==> config.mk <==
export PLATFORM = sky130hd
export DESIGN_NAME = pec_device_end_flat
export DESIGN_NICKNAME = d
export VERILOG_FILES = /design/src/include/pec_pkg.sv /design/src/include/pec_link_if.sv /design/src/rtl/pec_device_end.sv /design/src/flat_wrapper.sv
export SDC_FILE = /design/constraint.sdc
export NUM_CORES = 1
export LEC_CHECK = 0
export BUFFER_PORTS_ARGS = -buffer_cell sky130_fd_sc_hd__buf_4
export CAP_MARGIN = 40
export CELL_PAD_IN_SITES_DETAIL_PLACEMENT = 1
export CELL_PAD_IN_SITES_GLOBAL_PLACEMENT = 1
export CORE_MARGIN = 4
export CORE_UTILIZATION = 53
export DETAILED_ROUTE_END_ITERATION = 10
export HOLD_SLACK_MARGIN = 0.08
export PLACE_DENSITY = 0.91
export SLEW_MARGIN = 20
export SYNTH_ARGS = -nofsm -noshare
export SYNTH_HDL_FRONTEND = slang
export SYNTH_HIERARCHICAL = 1
export SYNTH_SLANG_ARGS = --single-unit
==> constraint.sdc <==
create_clock -name sys_clk -period 5.1 [get_ports sys_clk]
set_input_delay 1.02 -clock sys_clk [delete_from_list [all_inputs] [get_ports sys_clk]]
set_output_delay 1.02 -clock sys_clk [all_outputs]
set_load 0.05 [all_outputs]
==> src/include/pec_pkg.sv <==
// Shared constants and check function for both ends.
// Assumes byte-level traffic; framing lives elsewhere.
package pec_pkg;

    localparam int BYTE_W = 8;
    localparam int FIFO_DEPTH = 16;
    localparam int FIFO_WIDTH = BYTE_W + 1;
    localparam int HOST_BUF_DEPTH = 16;
    localparam int HOST_PTR_W = 5;

    localparam logic [7:0] CRC_INIT = 8'h00;
    localparam logic [7:0] REFLECTED_CONST_A = 8'hb2;

    localparam logic [7:0] BROADCAST_WRITE_CMD = 8'h02;
    localparam logic [7:0] SINGLE_WRITE_CMD = 8'h04;
    localparam logic [7:0] BROADCAST_READ_CMD = 8'h03;
    localparam logic [7:0] SINGLE_DEVICE_READ_CMD = 8'h05;

    localparam logic [7:0] IDX_CMD = 8'h00;
    localparam logic [7:0] IDX_REG = 8'h01;
    localparam logic [7:0] IDX_DATA_LO = 8'h02;
    localparam logic [7:0] IDX_DATA_HI = 8'h03;
    localparam logic [7:0] IDX_MAX = 8'hff;

    localparam int CHECK_PEC_BIT = 0;
    localparam int CHECK_RST_BIT = 1;

    ////////////////////////////////////////////////////////////////////////
    // Fold one byte into the remainder, low bit first
    function automatic logic [7:0] crc_fold(input logic [7:0] crc, input logic [7:0] data);
        logic [7:0] r;
        r = crc ^ data;
        for (int i = 0; i < 8; i++)
        begin
            r = r[0] ? ((r >> 1) ^ REFLECTED_CONST_A) : (r >> 1);
        end
        return r;
    endfunction

    function automatic logic is_write_cmd(input logic [7:0] cmd);
        return (cmd == BROADCAST_WRITE_CMD) || (cmd == SINGLE_WRITE_CMD);
    endfunction

    function automatic logic is_read_cmd(input logic [7:0] cmd);
        return (cmd == BROADCAST_READ_CMD) || (cmd == SINGLE_DEVICE_READ_CMD);
    endfunction

endpackage

==> src/include/pec_link_if.sv <==
// Byte-level link between host end and device end.
// Assumes one shared sys_clk.
`timescale 1ns/1ps
interface pec_link_if;
    logic dn_valid;
    logic [7:0] dn_data;
    logic dn_alive;
    logic dn_last;
    logic dn_char_err;
    logic up_valid;
    logic up_ready;
    logic [7:0] up_data;
    logic up_last;

    modport device
    (
        input dn_valid, dn_data, dn_alive, dn_last, dn_char_err, up_ready,
        output up_valid, up_data, up_last
    );

    modport host
    (
        output dn_valid, dn_data, dn_alive, dn_last, dn_char_err, up_ready,
        input up_valid, up_data, up_last
    );
endinterface

==> src/rtl/pec_device_end.sv <==
// Device end: packet check, alerts, read response.
// Assumes in-order bytes and one clock.
`timescale 1ns/1ps

////////////////////////////////////////////////////////////////////////////
// Response byte FIFO
module resp_fifo #(
    parameter int WIDTH = 9,
    parameter int DEPTH = 16
)
(
    input wire logic sys_clk,
    input wire logic reset_n,
    input wire logic in_valid,
    output logic in_ready,
    input wire logic [WIDTH-1:0] in_data,
    output logic out_valid,
    input wire logic out_ready,
    output logic [WIDTH-1:0] out_data
);
    localparam int AW = $clog2(DEPTH);

    logic [WIDTH-1:0] mem_ff [DEPTH];
    logic [AW-1:0] wr_ptr_ff;
    logic [AW-1:0] rd_ptr_ff;
    logic [AW:0] count_ff;
    logic push;
    logic pop;

    assign in_ready = (count_ff != (AW+1)'(DEPTH));
    assign out_valid = (count_ff != '0);
    assign out_data = mem_ff[rd_ptr_ff];
    assign push = in_valid && in_ready;
    assign pop = out_valid && out_ready;

    always_ff @(posedge sys_clk)
    begin
        if (push)
        begin
            mem_ff[wr_ptr_ff] <= in_data;
        end
    end

    always_ff @(posedge sys_clk or negedge reset_n)
    begin
        if (!reset_n)
        begin
            wr_ptr_ff <= '0;
            rd_ptr_ff <= '0;
            count_ff <= '0;
        end
        else
        begin
            if (push)
            begin
                wr_ptr_ff <= (wr_ptr_ff == AW'(DEPTH - 1)) ? '0 : wr_ptr_ff + 1'b1;
            end
            if (pop)
            begin
                rd_ptr_ff <= (rd_ptr_ff == AW'(DEPTH - 1)) ? '0 : rd_ptr_ff + 1'b1;
            end
            count_ff <= count_ff + (AW+1)'(push) - (AW+1)'(pop);
        end
    end
endmodule

////////////////////////////////////////////////////////////////////////////
// Device end
module pec_device_end
(
    input wire logic sys_clk,
    input wire logic reset_n,
    pec_link_if.device link,
    input wire logic baud_lock,
    input wire logic mode_lock,
    input wire logic addr_load,
    input wire logic [7:0] addr_value,
    input wire logic clr_pec_alert,
    input wire logic clr_reset_alert,
    output logic [7:0] device_addr,
    output logic baud_detected,
    output logic rx_mode_detected,
    output logic pec_error_alert,
    output logic reset_occurred_alert,
    output logic check_done,
    output logic check_ok,
    output logic wr_exec,
    output logic rd_req,
    output logic [7:0] cmd_code,
    output logic [7:0] reg_addr,
    output logic [15:0] wr_data,
    input wire logic rsp_valid,
    input wire logic [7:0] rsp_data,
    input wire logic rsp_last,
    output logic rsp_ready
);
    import pec_pkg::*;

    typedef enum logic [1:0] {TX_DATA, TX_CHECK, TX_PEC} tx_state_e;

    logic [7:0] crc_ff;
    logic [7:0] idx_ff;
    logic char_err_ff;
    logic [7:0] cmd_ff;
    logic [7:0] reg_ff;
    logic [15:0] data_ff;
    logic done_ff;
    logic ok_ff;
    logic wr_exec_ff;
    logic rd_req_ff;
    logic pec_alert_ff;
    logic rst_alert_ff;
    logic [7:0] addr_ff;
    logic baud_ff;
    logic mode_ff;
    logic pec_match;
    logic pkt_good;
    logic end_pkt;

    assign end_pkt = link.dn_valid && link.dn_last;
    assign pec_match = (link.dn_data == crc_ff);
    assign pkt_good = pec_match && !char_err_ff && !link.dn_char_err;

    ////////////////////////////////////////////////////////////////////////
    // Receive remainder and byte index
    always_ff @(posedge sys_clk or negedge reset_n)
    begin
        if (!reset_n)
        begin
            crc_ff <= CRC_INIT;
            idx_ff <= '0;
            char_err_ff <= 1'b0;
        end
        else if (end_pkt)
        begin
            crc_ff <= CRC_INIT;
            idx_ff <= '0;
            char_err_ff <= 1'b0;
        end
        else if (link.dn_valid)
        begin
            if (!link.dn_alive)
            begin
                crc_ff <= crc_fold(crc_ff, link.dn_data);
            end
            if (idx_ff != IDX_MAX)
            begin
                idx_ff <= idx_ff + 1'b1;
            end
            char_err_ff <= char_err_ff | link.dn_char_err;
        end
    end

    ////////////////////////////////////////////////////////////////////////
    // Command fields
    always_ff @(posedge sys_clk or negedge reset_n)
    begin
        if (!reset_n)
        begin
            {cmd_ff, reg_ff, data_ff} <= '0;
        end
        else if (link.dn_valid && !link.dn_last && !link.dn_alive)
        begin
            unique case (idx_ff)
                IDX_CMD: cmd_ff <= link.dn_data;
                IDX_REG: reg_ff <= link.dn_data;
                IDX_DATA_LO: data_ff[7:0] <= link.dn_data;
                IDX_DATA_HI: data_ff[15:8] <= link.dn_data;
                default: ;
            endcase
        end
    end

    ////////////////////////////////////////////////////////////////////////
    // Check result and command outcome
    always_ff @(posedge sys_clk or negedge reset_n)
    begin
        if (!reset_n)
        begin
            {done_ff, ok_ff, wr_exec_ff, rd_req_ff} <= '0;
        end
        else
        begin
            done_ff <= end_pkt;
            wr_exec_ff <= end_pkt && pkt_good && is_write_cmd(cmd_ff);
            rd_req_ff <= end_pkt && pkt_good && is_read_cmd(cmd_ff);
            if (end_pkt)
            begin
                ok_ff <= pkt_good;
            end
        end
    end

    ////////////////////////////////////////////////////////////////////////
    // Alert flags; a set beats a clear
    always_ff @(posedge sys_clk or negedge reset_n)
    begin
        if (!reset_n)
        begin
            pec_alert_ff <= 1'b0;
            rst_alert_ff <= 1'b1;
        end
        else
        begin
            if (end_pkt && !pec_match)
            begin
                pec_alert_ff <= 1'b1;
            end
            else if (clr_pec_alert)
            begin
                pec_alert_ff <= 1'b0;
            end
            if (clr_reset_alert)
            begin
                rst_alert_ff <= 1'b0;
            end
        end
    end

    ////////////////////////////////////////////////////////////////////////
    // Address and detection state
    always_ff @(posedge sys_clk or negedge reset_n)
    begin
        if (!reset_n)
        begin
            addr_ff <= '0;
            baud_ff <= 1'b0;
            mode_ff <= 1'b0;
        end
        else
        begin
            if (addr_load)
            begin
                addr_ff <= addr_value;
            end
            baud_ff <= baud_ff | baud_lock;
            mode_ff <= mode_ff | mode_lock;
        end
    end

    ////////////////////////////////////////////////////////////////////////
    // Read response: data, data-check byte, then PEC
    tx_state_e tx_state_ff;
    logic [7:0] tx_crc_ff;
    logic fifo_valid;
    logic [FIFO_WIDTH-1:0] fifo_out;
    logic fifo_pop;
    logic up_fire;
    logic [7:0] check_byte;

    assign check_byte = 8'({rst_alert_ff, pec_alert_ff}) << CHECK_PEC_BIT;
    assign up_fire = link.up_valid && link.up_ready;
    assign fifo_pop = (tx_state_ff == TX_DATA) && link.up_ready;

    resp_fifo #(.WIDTH(FIFO_WIDTH), .DEPTH(FIFO_DEPTH)) u_fifo
    (
        .sys_clk(sys_clk),
        .reset_n(reset_n),
        .in_valid(rsp_valid),
        .in_ready(rsp_ready),
        .in_data({rsp_last, rsp_data}),
        .out_valid(fifo_valid),
        .out_ready(fifo_pop),
        .out_data(fifo_out)
    );

    always_comb
    begin
        link.up_valid = (tx_state_ff != TX_DATA) || fifo_valid;
        link.up_last = (tx_state_ff == TX_PEC);
        unique case (tx_state_ff)
            TX_DATA: link.up_data = fifo_out[BYTE_W-1:0];
            TX_CHECK: link.up_data = check_byte;
            default: link.up_data = tx_crc_ff;
        endcase
    end

    always_ff @(posedge sys_clk or negedge reset_n)
    begin
        if (!reset_n)
        begin
            tx_state_ff <= TX_DATA;
            tx_crc_ff <= CRC_INIT;
        end
        else if (up_fire)
        begin
            tx_crc_ff <= link.up_last ? CRC_INIT : crc_fold(tx_crc_ff, link.up_data);
            unique case (tx_state_ff)
                TX_DATA: tx_state_ff <= fifo_out[BYTE_W] ? TX_CHECK : TX_DATA;
                TX_CHECK: tx_state_ff <= TX_PEC;
                default: tx_state_ff <= TX_DATA;
            endcase
        end
    end

    assign device_addr = addr_ff;
    assign baud_detected = baud_ff;
    assign rx_mode_detected = mode_ff;
    assign pec_error_alert = pec_alert_ff;
    assign reset_occurred_alert = rst_alert_ff;
    assign check_done = done_ff;
    assign check_ok = ok_ff;
    assign wr_exec = wr_exec_ff;
    assign rd_req = rd_req_ff;
    assign cmd_code = cmd_ff;
    assign reg_addr = reg_ff;
    assign wr_data = data_ff;
endmodule

==> src/flat_wrapper.sv <==
// flat-port wrapper written by rule: the top's interface ports become plain ports
module pec_device_end_flat import pec_pkg::*;
  (sys_clk, reset_n, baud_lock, mode_lock, addr_load, addr_value, clr_pec_alert, clr_reset_alert, device_addr, baud_detected, rx_mode_detected, pec_error_alert, reset_occurred_alert, check_done, check_ok, wr_exec, rd_req, cmd_code, reg_addr, wr_data, rsp_valid, rsp_data, rsp_last, rsp_ready, link_dn_valid, link_dn_data, link_dn_alive, link_dn_last, link_dn_char_err, link_up_ready, link_up_valid, link_up_data, link_up_last);
  pec_link_if link_i ();
  input wire logic sys_clk;
  input wire logic reset_n;
  input wire logic baud_lock;
  input wire logic mode_lock;
  input wire logic addr_load;
  input wire logic [7:0] addr_value;
  input wire logic clr_pec_alert;
  input wire logic clr_reset_alert;
  output logic [7:0] device_addr;
  output logic baud_detected;
  output logic rx_mode_detected;
  output logic pec_error_alert;
  output logic reset_occurred_alert;
  output logic check_done;
  output logic check_ok;
  output logic wr_exec;
  output logic rd_req;
  output logic [7:0] cmd_code;
  output logic [7:0] reg_addr;
  output logic [15:0] wr_data;
  input wire logic rsp_valid;
  input wire logic [7:0] rsp_data;
  input wire logic rsp_last;
  output logic rsp_ready;
  input wire logic [$bits(link_i.dn_valid)-1:0] link_dn_valid;
  input wire logic [$bits(link_i.dn_data)-1:0] link_dn_data;
  input wire logic [$bits(link_i.dn_alive)-1:0] link_dn_alive;
  input wire logic [$bits(link_i.dn_last)-1:0] link_dn_last;
  input wire logic [$bits(link_i.dn_char_err)-1:0] link_dn_char_err;
  input wire logic [$bits(link_i.up_ready)-1:0] link_up_ready;
  output wire logic [$bits(link_i.up_valid)-1:0] link_up_valid;
  output wire logic [$bits(link_i.up_data)-1:0] link_up_data;
  output wire logic [$bits(link_i.up_last)-1:0] link_up_last;
  assign link_i.dn_valid = link_dn_valid;
  assign link_i.dn_data = link_dn_data;
  assign link_i.dn_alive = link_dn_alive;
  assign link_i.dn_last = link_dn_last;
  assign link_i.dn_char_err = link_dn_char_err;
  assign link_i.up_ready = link_up_ready;
  assign link_up_valid = link_i.up_valid;
  assign link_up_data = link_i.up_data;
  assign link_up_last = link_i.up_last;
  pec_device_end u_core (.sys_clk(sys_clk), .reset_n(reset_n), .link(link_i), .baud_lock(baud_lock), .mode_lock(mode_lock), .addr_load(addr_load), .addr_value(addr_value), .clr_pec_alert(clr_pec_alert), .clr_reset_alert(clr_reset_alert), .device_addr(device_addr), .baud_detected(baud_detected), .rx_mode_detected(rx_mode_detected), .pec_error_alert(pec_error_alert), .reset_occurred_alert(reset_occurred_alert), .check_done(check_done), .check_ok(check_ok), .wr_exec(wr_exec), .rd_req(rd_req), .cmd_code(cmd_code), .reg_addr(reg_addr), .wr_data(wr_data), .rsp_valid(rsp_valid), .rsp_data(rsp_data), .rsp_last(rsp_last), .rsp_ready(rsp_ready));
endmodule
==> run summary, run 1 <==
The flow ran to the end, and the final reports show no timing, DRC or antenna violations. The final instance count without filler cells is roughly 1100. The minimum setup slack after placement is approximately 1400 ps.

The count of clock tree sinks came out at approximately 230. The number of cells on the worst hold path came out at 1. For this run, the post-layout net count is ~850. The cell count of the worst reg-to-reg path is 10. The worst path setup slack after routing is around 720 ps. The weighted congestion at the end of routability-driven global placement came out at between 0.8 and 0.9. The height of the chip is around 150 µm. The share of final-layout standard cells stronger than drive strength 1 is 0.267. In this run the post-CTS setup repair buffer count came out at 0. Setup repair after global routing left no endpoint under its margin.

The area growth from synthesis to layout is 17.2%. The quantity of I/O buffers inserted on ports came out at 96. Counting along the longest clock path gives a buffer depth of 3. The hold violation total from the final report is 0. In this run the number of cells on the critical path is 8. The number of design-rule violations left by the first detailed-router iteration came out at 550. Setup violations remaining at the end of the flow were counted as 0. In this design, the largest share of critical-path delay is due to compound AO/OA/AOI/OAI gates. Entering global routing, the biggest net connects between 50 and 60 pins. From left edge to right edge, the die measures between 100 and 150 µm. The synthesized area per cell came out at around 15 µm².

The data arrival at the endpoint of the critical path came out at around 3400 ps. The highest ir drop seen on vdd is 0.314 mV. The standard-cell row count is 50. The via total after detailed routing is between 6000 and 7000.

The die area is approximately 22000 µm². The predominant post-synthesis flop cell is edfxtp_1. The CTS H-tree depth came out at 1. The clock transition at the register clock pins on the worst setup and hold paths after CTS came out at approximately 60 ps. The post-cts sizing count came out at 0. The remaining global-route overflow is 0.

The delay contributed by the slowest stage of the critical path is around 800 ps. The clock tree from TritonCTS is done. The total area inside the core boundary comes to about 19000 µm². The highest net fanout along the worst path is 41. The first-pass GRT wire length came out at 44.6 mm. The class of the tightest hold or removal check is register to register. The number of buffers created by CTS is 25.

The starting density of the core is 0.544. The post-synthesis instance total came out at 700. At the end of the flow the core is filled with cells to 0.637. The path type of the worst setup path is register to primary output. The count of buffer and inverter cells on the critical path came out at 2. The placed wire-length estimate came out at 18.2 mm. The area of the mapped netlist came out at 10300 µm².

In the global route stage, overall resource usage came out at 0.268. The shortest clock period the worst path allows after layout is ~4400 ps. The worst slew slack as a fraction of its limit is 0.473. The DRC violation count after routing is 0. The iteration count of the initial detailed-routing pass is 5. The average via count per standard cell is ~6. The transition at the pin with the smallest max-transition slack is roughly 790 ps. In this run the clock root is driven by a clkbuf_16. Summed over all layers, the routed wires come to between 20 and 30 mm. Buffers inserted to repair hold after CTS numbered 0.

The startpoint kind of the worst setup timing path is a register. Across all hold checks on the routed design, the worst slack comes to between 400 and 500 ps. The final number of max-transition violations is 0. The worst setup path is captured at a primary output.

The slowest stage of the critical path is the dfrtp_2 cell. The number of placed instances with taps included is between 1000 and 1500. The number of storage elements in the synthesis netlist is around 230. The final sum of negative setup slack came out at 0 ps.

The number of maximum-capacitance constraint violations came out at 0. When the netlist entered floorplanning its net count stood at between 700 and 800. The filler cell count in the final layout is 1748. In this run the static leakage power is 4.76 nW. Power spread over the standard cell area amounts to just over 700 nW/µm².

The count of nets left with antenna violations once routing finished came out at 0. The number of global-route vias before repair came out at 7211. The count of flip-flops with a built-in enable after synthesis came out at 144.

The source-to-sink clock delay at the later pin of the worst-skew pair came out at about 530 ps. During synthesis, Yosys emitted a total of 6 warnings. The async set-reset flop share out of synthesis is 0.379. The sequential element share of the synthesized area came out at 0.635. The average wire per cell in the routed design came out at 26.9 µm. The fraction of the cycle the final worst path needs is 0.860. The number of antenna violations at the first check in global routing is 0. The endpoint required time on the critical path is 4080 ps.

The top-level I/O count is 97. Based on the critical path, the design can be clocked at up to between 200 and 250 MHz. After synthesis, the netlist uses 63 different library cells.

Traced cell by cell, the critical path runs through buf_12 -> mux2i_1 -> a221oi_1 -> o21ai_0 -> nand2_1 -> nand2_1 -> o21ai_0 -> buf_4. The final worst clock skew came out at between 15 and 20 ps. The number of antenna diodes in the final layout is 0.
-- state kept, by name, indices dropped and copies added (netlist names), 2 cells and up --
register,count
u_core/device_addr,8
u_core/idx_ff,8
u_core/u_fifo/mem_ff,144
u_core/tx_crc_ff,8
u_core/u_fifo/rd_ptr_ff,4
u_core/wr_data,16
u_core/crc_ff,8
u_core/cmd_code,8
u_core/reg_addr,8
u_core/tx_state_ff,2
u_core/u_fifo/count_ff,5
u_core/u_fifo/wr_ptr_ff,4
-- cell usage in the layout, fill, tap and decap left out, types with 4 or more instances in the layout --
cell type	n
a21oi_1	8
a221oi_1	18
a22oi_1	16
and2_1	7
and3_1	8
buf_4	102
clkbuf_1	7
clkbuf_16	25
clkinv_1	5
dfrtp_1	86
edfxtp_1	144
ha_1	15
inv_1	28
mux2_2	42
mux2i_1	36
mux4_2	18
nand2_1	40
nand3_1	11
nor2_1	24
nor2b_1	6
o21ai_0	27
o22ai_1	7
or3_1	4
xnor2_1	49
xor2_1	15
-- worst reg2reg max path: stages (launching register included) --
cell and delay (ps):
dfrtp_1 670, and2_1 740, a221oi_1 300, o21ai_0 370, nand2_1 220, xor2_1 240
a21oi_1 90, or3b_2 510, xnor2_1 230, xnor2_1 140, o21ai_1 80
-- per-layer routing --
layer  track usage  routed length, µm
met2         0.468              14900
met4        0.0806                886
met1         0.345              11300
met5             0                  0
met3        0.0484               1840
-- cell usage after synthesis (2+ instances only) --
master,count,area [µm²]
xnor3_1,2,45.0
nand2b_1,3,18.8
and2_1,7,43.8
or2_2,3,18.8
inv_1,28,105
mux2_2,42,473
and4_1,3,26.3
buf_4,4,30.0
o21ai_0,27,135
ha_1,15,188
nor2b_1,6,37.5
nand4_1,3,18.8
nand2_1,40,150
edfxtp_1,144,4320
xor2_1,15,131
o22ai_1,7,43.8
dfrtp_1,87,2180
a22oi_1,16,120
mux4_2,18,405
mux2i_1,36,360
nand3_1,11,55.1
and3_1,8,50.1
xnor2_1,49,429
o21ai_1,3,15.0
a21o_1,3,22.5
buf_6,4,45.0
nor3_1,3,15.0
mux2_4,2,30.0
o31ai_1,2,15.0
clkbuf_1,14,52.6
a22o_1,2,17.5
nor4_1,3,18.8
a21oi_1,8,40.0
nor2_1,24,90.1
buf_2,10,50.1
a221oi_1,18,158
or3_1,4,25.0
-- final timing paths --
check | start | endpoint | slack [ps]
worst max-delay path | u_core/u_fifo/rd_ptr_ff[0] | link_up_data[3] | 720
worst min-delay path | u_core/rx_mode_detected | u_core/rx_mode_detected | 480
worst max register to register | u_core/u_fifo/rd_ptr_ff[2] | u_core/tx_crc_ff[0] | 1360
worst min register to register | u_core/rx_mode_detected | u_core/rx_mode_detected | 480
max in group asynchronous | reset_n | u_core/device_addr[3] | 3530
min in group asynchronous | reset_n | u_core/tx_crc_ff[5] | 550
-- power by group --
| part | internal (mW) | switching (mW) | total [mW] | leakage [nW] |
|---|---|---|---|---|
| combinational | 1.66 | 2.40 | 4.05 | 1.96 |
| clock | 1.09 | 0.747 | 1.84 | 0.398 |
| sequential | 2.34 | 0.368 | 2.71 | 2.40 |
-- final cells by class --
class / count / area [µm²] / area share
repair buffers: 104 / 791 / 0.0657
clock buffers: 34 / 679 / 0.0564
inverters: 29 / 109 / 0.00904
clock inverters: 11 / 146 / 0.0122
well taps: 260 / 325 / 0.0270
multi-input cells: 406 / 3460 / 0.287
flip-flops and latches: 232 / 6530 / 0.542
-- logic make-up (layout without fill, tap and decap cells) --
family / after synthesis / count (layout) / share of synthesized area
xor gates and xnor gates: 68 / 68 / 0.0621
and+or+nand+nor: 126 / 126 / 0.0629
adders and majority gates: 16 / 16 / 0.0202
AOI/OAI and AO/OA: 96 / 96 / 0.0641
muxes: 100 / 100 / 0.127
DFF: 232 / 232 / 0.635
buffers and inverters: 62 / 178 / 0.0283
-- stage by stage --
stage	instance area, µm²	total power, mW
3_5_place_dp	11200	6.67
2_1_floorplan	10300	5.65
6_report	12000	8.60
5_1_grt	12000	9.00
3_3_place_gp	11200	6.38
4_1_cts	12000	8.61
Note: power is estimated with default switching activity, not from simulation.
==> inputs of run 2 (changes only) <==
Settings changed: CORE_UTILIZATION 53 to 54, PLACE_DENSITY 0.91 to 0.92, SYNTH_HIERARCHICAL 1 to not set.
==> run 2 against run 1 <==
Highest routed layer unchanged. Final cell count fell by 3.2%. Via count up 1.4%. Count of clock-buffer cells in the layout fell by 2. Non-clock buffer count up 11. Clock power decreased by 2%. Combinational power up 3%. Register-to-register slack got worse by 170 ps. Utilization rose by 1.4 points. Sequential share of layout area fell by 0.60 points. Critical path depth shrank 2. Sequential cell count is the same.
==> run summary, run 2 <==
The flow ran to the end, and the final reports show no timing, DRC or antenna violations. By instance count, the leading cell after synthesis is edfxtp_1. The area fraction of the dominant cell type after synthesis came out at 0.420 (-0.000972). STA classifies the critical path startpoint as a register. The number of buffers inserted by post-CTS setup repair came out at 0 (unchanged). The hold violation total from the final report is 0 (unchanged). The setup-violating endpoint count in the final report was 0 (unchanged).

The combined flip-flop and latch cell area is 6530 µm² (about the same). The final worst clock skew is 20.1 ps (+4.81 ps). The antenna cell count came to 0 (unchanged). The most used flip-flop cell after synthesis is edfxtp_1. The iteration count of the initial detailed-routing pass came to 7 (+2).

The number of global-route vias before repair is 7271 (+0.83%). The share of final-layout standard cells stronger than drive strength 1 is 0.321 (+0.0534). The CTS H-tree depth is 1 (unchanged).

The global-route met1 utilization is 0.350 (+0.00485). The highest net fanout along the worst path is 20 (-51%). The worst path setup slack after routing is 842 ps (+127 ps).

The standard-cell row count is 50 (unchanged). The aggregate global-route resource usage came out at 0.279 (+0.0103). The height of the chip is 146 µm (-0.77%). The clock transition at the register clock pins on the worst setup and hold paths after CTS came out at 70 ps (about the same). The power density over the cells came to 710 nW/µm² (-0.62%). The top-level I/O count came out at 97 (unchanged).

The post-synthesis instance total was 680 (-2.9%). The fraction of the cycle the final worst path needs was 0.835 (-0.0249). The hold-fix buffer count after cts came out at 0 (unchanged). The count of distinct cell types in the synthesized netlist came out at 60 (-4.8%).

Leaving out fill and tap cells, the most frequent cell in the layout is edfxtp_1. The filler cell count in the final layout came out at 1725 (-1.3%). The flip-flop count of the largest register, all copies and words added is 144 (unchanged). The path type of the worst setup path is register to primary output. Ranked by flip-flop count, first place goes to u_core.u_fifo.mem_ff.

The DRC violation count after routing came out at 0 (unchanged). The die area came out at 21300 µm² (-1.5%). The via total after detailed routing is 6559 (+1.4%). The quantity of I/O buffers inserted on ports came out at 96 (unchanged). The number of antenna violations at the first check in global routing was 0 (unchanged). The net count of the finished layout is 845 (-0.82%). The most congested layer reported by global routing is met2. The count of warnings emitted by yosys was 0 (-6). Of all cell types, the one taking the most synthesized area is edfxtp_1. The shortest clock period the worst path allows after layout was 4260 ps (-127 ps).

The highest ir drop seen on vdd came out at 0.322 mV (+2.6%). The highest clock frequency the design can meet was 235 MHz (+3.0%). The final instance count without filler cells is 1042 (-3.2%). The worst hold margin came out at 482 ps (+0.226 ps). The min-delay analysis places its worst path in the category register to register. The kind of end point of the critical path is a primary output. The worst-case clock buffer depth was 3 (unchanged). The data arrival at the endpoint of the critical path is 3240 ps (-120 ps). The total wire length after detailed routing came out at 29.7 mm (+2.7%). The cell leakage power is 4.76 nW (about the same). The transition at the pin with the smallest max-transition slack came to 832 ps (+42.3 ps). The async set-reset flop share out of synthesis came to 0.379 (unchanged). The weighted congestion at the end of routability-driven global placement is 0.817 (-4.9%).

The pin count of the biggest net entering global routing is 53 (+1.9%). Setup repair after global routing left no endpoint under its margin. The count of flip-flops with a built-in enable after synthesis is 144 (unchanged). The count of clock tree sinks was 232 (unchanged).

Relative to the synthesized area, the layout overhead comes to 18.3%. The number of maximum-capacitance constraint violations was 0 (unchanged). The number of design-rule violations left by the first detailed-router iteration is 536 (-2.5%).

The starting density of the core came out at 0.550 (+0.00673). The number of placed instances with taps included came out at 997 (-3.2%). TritonCTS built the clock tree. Counting instances in the post-synthesis netlist gives the leading cell types as edfxtp_1, dfrtp_1, mux2_2.

The final sum of negative setup slack is 0 ps (unchanged). The total core area came out at 18700 µm² (-0.99%). The root buffer cell is clkbuf_16.

The post-route antenna net violation count is 0 (unchanged). The post-cts sizing count is 0 (unchanged). The area of the mapped netlist is 10300 µm² (+0.23%). The synthesized area per cell came to 15.1 µm² (+3.2%).

Sorting the synthesized cells by area gives the leading types as edfxtp_1, dfrtp_1, mux4_2. The global routing usage on met3 was 0.0583 (+0.00992). The top cell types in the final layout, fill and taps aside, are edfxtp_1, buf_4, dfrtp_1. The endpoint required time on the critical path came to 4080 ps (about the same). The area of the multi-input gates came out at 3530 µm² (+2.2%).

The average wire per cell in the routed design is 28.5 µm (+6.0%). The average via count per standard cell is 6.29 (+4.7%). The placed wire-length estimate is 18.8 mm (+3.2%).

The synthesized netlist net count came out at 734 (-2.7%). The first-pass GRT wire length came to 45.3 mm (+1.4%). The number of buffers created by CTS is 25 (unchanged). The sequential element share of the synthesized area is 0.634 (-0.00147). The remaining global-route overflow came out at 0 (unchanged). The floorplan die width was 146 µm (-0.77%). The worst slew slack as a fraction of its limit is 0.444 (-0.0293). The source-to-sink clock delay at the later pin of the worst-skew pair was 520 ps (about the same).

The final number of max-transition violations is 0 (unchanged). The number of storage elements in the synthesis netlist is 232 (unchanged). The minimum setup slack after placement came to 1360 ps (-13.5 ps). The met2 capacity usage during global routing is 0.488 (+0.0198).
[run 2: cell count changes after synthesis, sizes merged, moves of 5 or more]
cell / change
a221oi: -16
a22oi: -6
and3: -5
inv: +5
mux2i: -18
mux4: +17
nand2: -9
nor2: +9
nor3: +8
nor4: +5
o21ai: -9
xnor2: -15
[run 2: critical path: stages, from the launching register on]
cell,delay [ps]
dfrtp_2,760
buf_4,340
mux4_2,510
mux2_2,290
o2bb2ai_1,470
nor2_1,100
buf_4,210
[run 2: per-layer routing]
| metal | wire length (µm) | vias to the layer above |
|---|---|---|
| met5 | 0 | - |
| met4 | 956 | 0 |
| met3 | 1810 | 75 |
| met2 | 15500 | 288 |
| met1 | 11400 | 3445 |
| li1 | - | 2751 |
[run 2: power breakdown]
group	leakage [nW]	internal, mW	switching [mW]
Combinational	1.96	1.84	2.32
Sequential	2.40	2.33	0.351
Clock	0.400	1.06	0.743
Total	4.76	5.22	3.42
[run 2: path summary, 6_finish.rpt]
check / cells after the start / slack (ps) / end / start
min: 1 / 480 / u_core.baud_detected / u_core.baud_detected
max in group asynchronous: 2 / 3570 / u_core.device_addr[2] / reset_n
min reg2reg: 1 / 480 / u_core.baud_detected / u_core.baud_detected
max reg2reg: 9 / 1190 / u_core.tx_crc_ff[4] / u_core.u_fifo.rd_ptr_ff[0]
min in group asynchronous: 1 / 540 / u_core.idx_ff[7] / reset_n
max: 6 / 840 / link_up_data[0] / u_core.u_fifo.rd_ptr_ff[0]
[run 2: stage by stage]
step	utilization	instance area, µm²	power (mW)
5_1_grt	0.651	12200	9.03
4_1_cts	0.651	12200	8.65
2_1_floorplan	-	10300	5.67
3_3_place_gp	0.603	11300	6.38
6_report	0.651	12200	8.64
3_5_place_dp	0.608	11400	6.75
[run 2: cell families (layout without fill, tap and decap cells)]
group,count (synthesis),count (layout),share of synthesized area
XOR/XNOR,55,55,0.0536
adder cells (fa/ha/maj),16,16,0.0202
AO/OA/AOI/OAI,75,75,0.0507
multiplexers,103,103,0.148
buffers and inverters,66,194,0.0283
AND/OR/NAND/NOR,133,133,0.0648
flip-flops,232,232,0.634
[run 2: final cells by class]
class	instances	share of cell area
well taps	234	0.0240
clock inverters	12	0.00945
flip-flops and latches	232	0.536
clock buffers	32	0.0568
inverters	35	0.0108
multi-input cells	382	0.290
repair buffers	115	0.0723
==> inputs of run 3 (changes only) <==
Settings changed: CORE_UTILIZATION 54 to 50, PLACE_DENSITY 0.92 to 0.87.
Clock period 5.1 ns to 3.95 ns, I/O delays scaled along.
==> run 3 against run 2 <==
Register-to-register slack got worse by 810 ps. Non-clock buffer count rose by 5. Sequential power rose by 27%. Final cell count rose by 4.2%. Global-route usage fell by 3.1 points. Worst setup slack got worse by 600 ps. Sequential share of layout area fell by 0.51 points. Largest cell class unchanged. Largest power group unchanged.
==> run summary, run 3 (synthesis results as in run 2) <==
The flow ran to the end, and the final reports show no timing, DRC or antenna violations. The fraction of the cycle the final worst path needs came out at 0.939. The startpoint kind of the worst setup timing path is a register. The total wire length after detailed routing came out at 28.0 mm (-5.7%). By instance count, the cell type seen most on the critical path is o21a_1. The via total after detailed routing was 6433 (-1.9%).

Ranked by flip-flop count, first place goes to u_core.u_fifo.mem_ff. The library cell used most frequently in the layout, excluding fill and tap cells, is edfxtp_1. The worst path needs 3710 ps of the cycle, external delays included. The global-route met1 utilization is 0.328 (-0.0220). Setup repair after global routing left no endpoint under its margin. The most congested layer reported by global routing is met2.

The net count of the finished layout is 851 (+0.71%). Grouping stages by cell kind, the critical path spends the most delay in compound AO/OA/AOI/OAI gates. The clock transition at the register clock pins on the worst setup and hold paths after CTS is 60 ps (about the same). The worst-case clock buffer depth is 3 (unchanged). The final sum of negative setup slack was 0 ps (unchanged). The number of buffers created by CTS is 26 (+4.0%). The setup-violating endpoint count in the final report came out at 0 (unchanged).

The remaining global-route overflow came out at 0 (unchanged). The cell leakage power came out at 4.80 nW (+0.75%). The startpoint of the worst setup timing path is u_core.u_fifo.rd_ptr_ff[0]. The average via count per standard cell came out at 5.92 (-5.9%). The flip-flop count of the largest register, all copies and words added came to 144 (unchanged). The first-pass GRT wire length came to 42.8 mm (-5.5%). The number of antenna violations at the first check in global routing came out at 0 (unchanged). The area added between synthesis and finish is 19.5%.

The endpoint identified for the worst register-to-register timing path is u_core.tx_crc_ff[7]. The aggregate global-route resource usage came out at 0.247 (-0.0313). The power density over the cells came to 908 nW/µm² (+28%). The antenna cell count came out at 0 (unchanged). The filler cell count in the final layout is 1885 (+9.3%). The data arrival at the endpoint of the critical path came out at 2920 ps (-320 ps). The global routing usage on met3 came to 0.0330 (-0.0253).

The worst slew slack as a fraction of its limit is 0.440 (-0.00438). The final instance count without filler cells came out at 1086 (+4.2%). The combined flip-flop and latch cell area came out at 6530 µm² (about the same). The post-route core utilization came out at 0.608 (-0.0431).

The standard-cell row count is 52 (+4.0%). The reg-to-reg setup timing slack came out at 380 ps (-810 ps). The iteration count of the initial detailed-routing pass is 5 (-2). The critical path goes through buf_12 -> mux4_2 -> o21a_1 -> a22oi_1 -> o21a_1 -> mux2i_1 -> buf_4. The final number of max-transition violations is 0 (unchanged). The root buffer cell is clkbuf_16.

The height of the chip is 152 µm (+3.7%). The area of the multi-input gates came out at 3500 µm² (-0.92%). The source-to-sink clock delay at the later pin of the worst-skew pair is 520 ps (about the same).

The startpoint identified for the worst register-to-register timing path is u_core.u_fifo.rd_ptr_ff[0]. The placed wire-length estimate came to 18.5 mm (-1.8%). The top-level I/O count is 97 (unchanged). The number of maximum-capacitance constraint violations came out at 0 (unchanged).

The number of global-route vias before repair came out at 6990 (-3.9%). The hold violation total from the final report is 0 (unchanged). The starting density of the core came out at 0.509 (-0.0416). The transition at the pin with the smallest max-transition slack came out at 834 ps (+1.34 ps).

The quantity of I/O buffers inserted on ports came out at 96 (unchanged). The cell count of the worst reg-to-reg path is 9 (unchanged). TritonCTS built the clock tree. The class of the tightest hold or removal check is primary input to async pin. The number of design-rule violations left by the first detailed-router iteration is 438 (-18%).

The die area is 23000 µm² (+7.6%). STA classifies the critical path endpoint as a primary output. The delay contributed by the slowest stage of the critical path is 570 ps (-190 ps).

The overall power is 11.2 mW (+29%). The met2 capacity usage during global routing is 0.431 (-0.0563). The highest clock frequency the design can meet came out at roughly 270 MHz.

The CTS H-tree depth is 1 (unchanged). The count of clock tree sinks came out at 232 (unchanged). The share of final-layout standard cells stronger than drive strength 1 is 0.316 (-0.00437). The total core area came out at 20200 µm² (+8.2%). The DRC violation count after routing is 0 (unchanged). The post-route antenna net violation count is 0 (unchanged).

The top cell types in the final layout, fill and taps aside, are edfxtp_1, buf_4, dfrtp_1. The final worst clock skew came out at 14.7 ps (-5.40 ps). The worst setup path is of the register to primary output kind. The floorplan die width is 152 µm (+3.7%).

The slowest stage of the critical path is the dfrtp_2 cell. The worst hold margin is 137 ps (-346 ps). The count of buffer and inverter cells on the critical path is 2 (unchanged). The number of placed instances with taps included came out at 1038 (+4.1%). The pin count of the biggest net entering global routing was 57 (+7.5%). The highest net fanout along the worst path is 17 (-15%). The average wire per cell in the routed design is 25.8 µm (-9.5%).

The highest ir drop seen on vdd is 0.385 mV (+19%). The endpoint required time on the critical path came out at 3160 ps (-920 ps). The weighted congestion at the end of routability-driven global placement is 0.822 (+0.64%).
[run 3: worst register-to-register path: cells and delay by family, from the launching register on]
family,cells,cell delay (ps)
muxes,2,1050
xor gates and xnor gates,2,800
buffers and inverters,1,240
DFF,1,570
AOI/OAI and AO/OA,4,840
[run 3: cell type report]
type                            count  area share
Multi-Input combinational cell    382       0.285
Sequential cell                   232       0.531
Inverter                           35      0.0107
Tap cell                          270      0.0275
Timing Repair Buffer              120      0.0765
Clock buffer                       30      0.0567
Clock inverter                     17      0.0128
[run 3: what timing repair did]
| item | 4_1_cts | 5_1_grt |
|---|---|---|
| resized for setup | 1 | 0 |
| endpoints found under the setup margin | 2 | 1 |
| hold buffers | 0 | 0 |
| setup buffers | 0 | 1 |
[run 3: stage by stage]
step / worst slack [ps] / area, µm²
floorplan: 537 / 10300
global placement: 385 / 11400
detailed placement: 160 / 11400
CTS: 92.2 / 12300
global route: 130 / 12300
finish: 242 / 12300
[run 3: per-layer routing]
metal | up-vias | wire length, µm
li1 | 2768 | -
met1 | 3368 | 10900
met2 | 246 | 14900
met3 | 51 | 1510
met4 | 0 | 666
met5 | - | 0
[run 3: report_power, final]
group          leakage (nW)  internal, mW  switching, mW  total, mW
Clock                 0.409          1.45          0.962       2.41
Sequential             2.40          3.01          0.387       3.40
Combinational          1.99          2.39           2.96       5.35
[run 3: worst max path at each step]
stage	endpoint	slack, ps	cells past startpoint
final	link_up_data[7]	240	7
after global routing	link_up_data[2]	130	7
after CTS	link_up_data[0]	90	7
after detailed placement	u_core.tx_crc_ff[7]	160	9
after global placement	u_core.tx_crc_ff[4]	390	10
after floorplan	link_up_data[6]	540	5
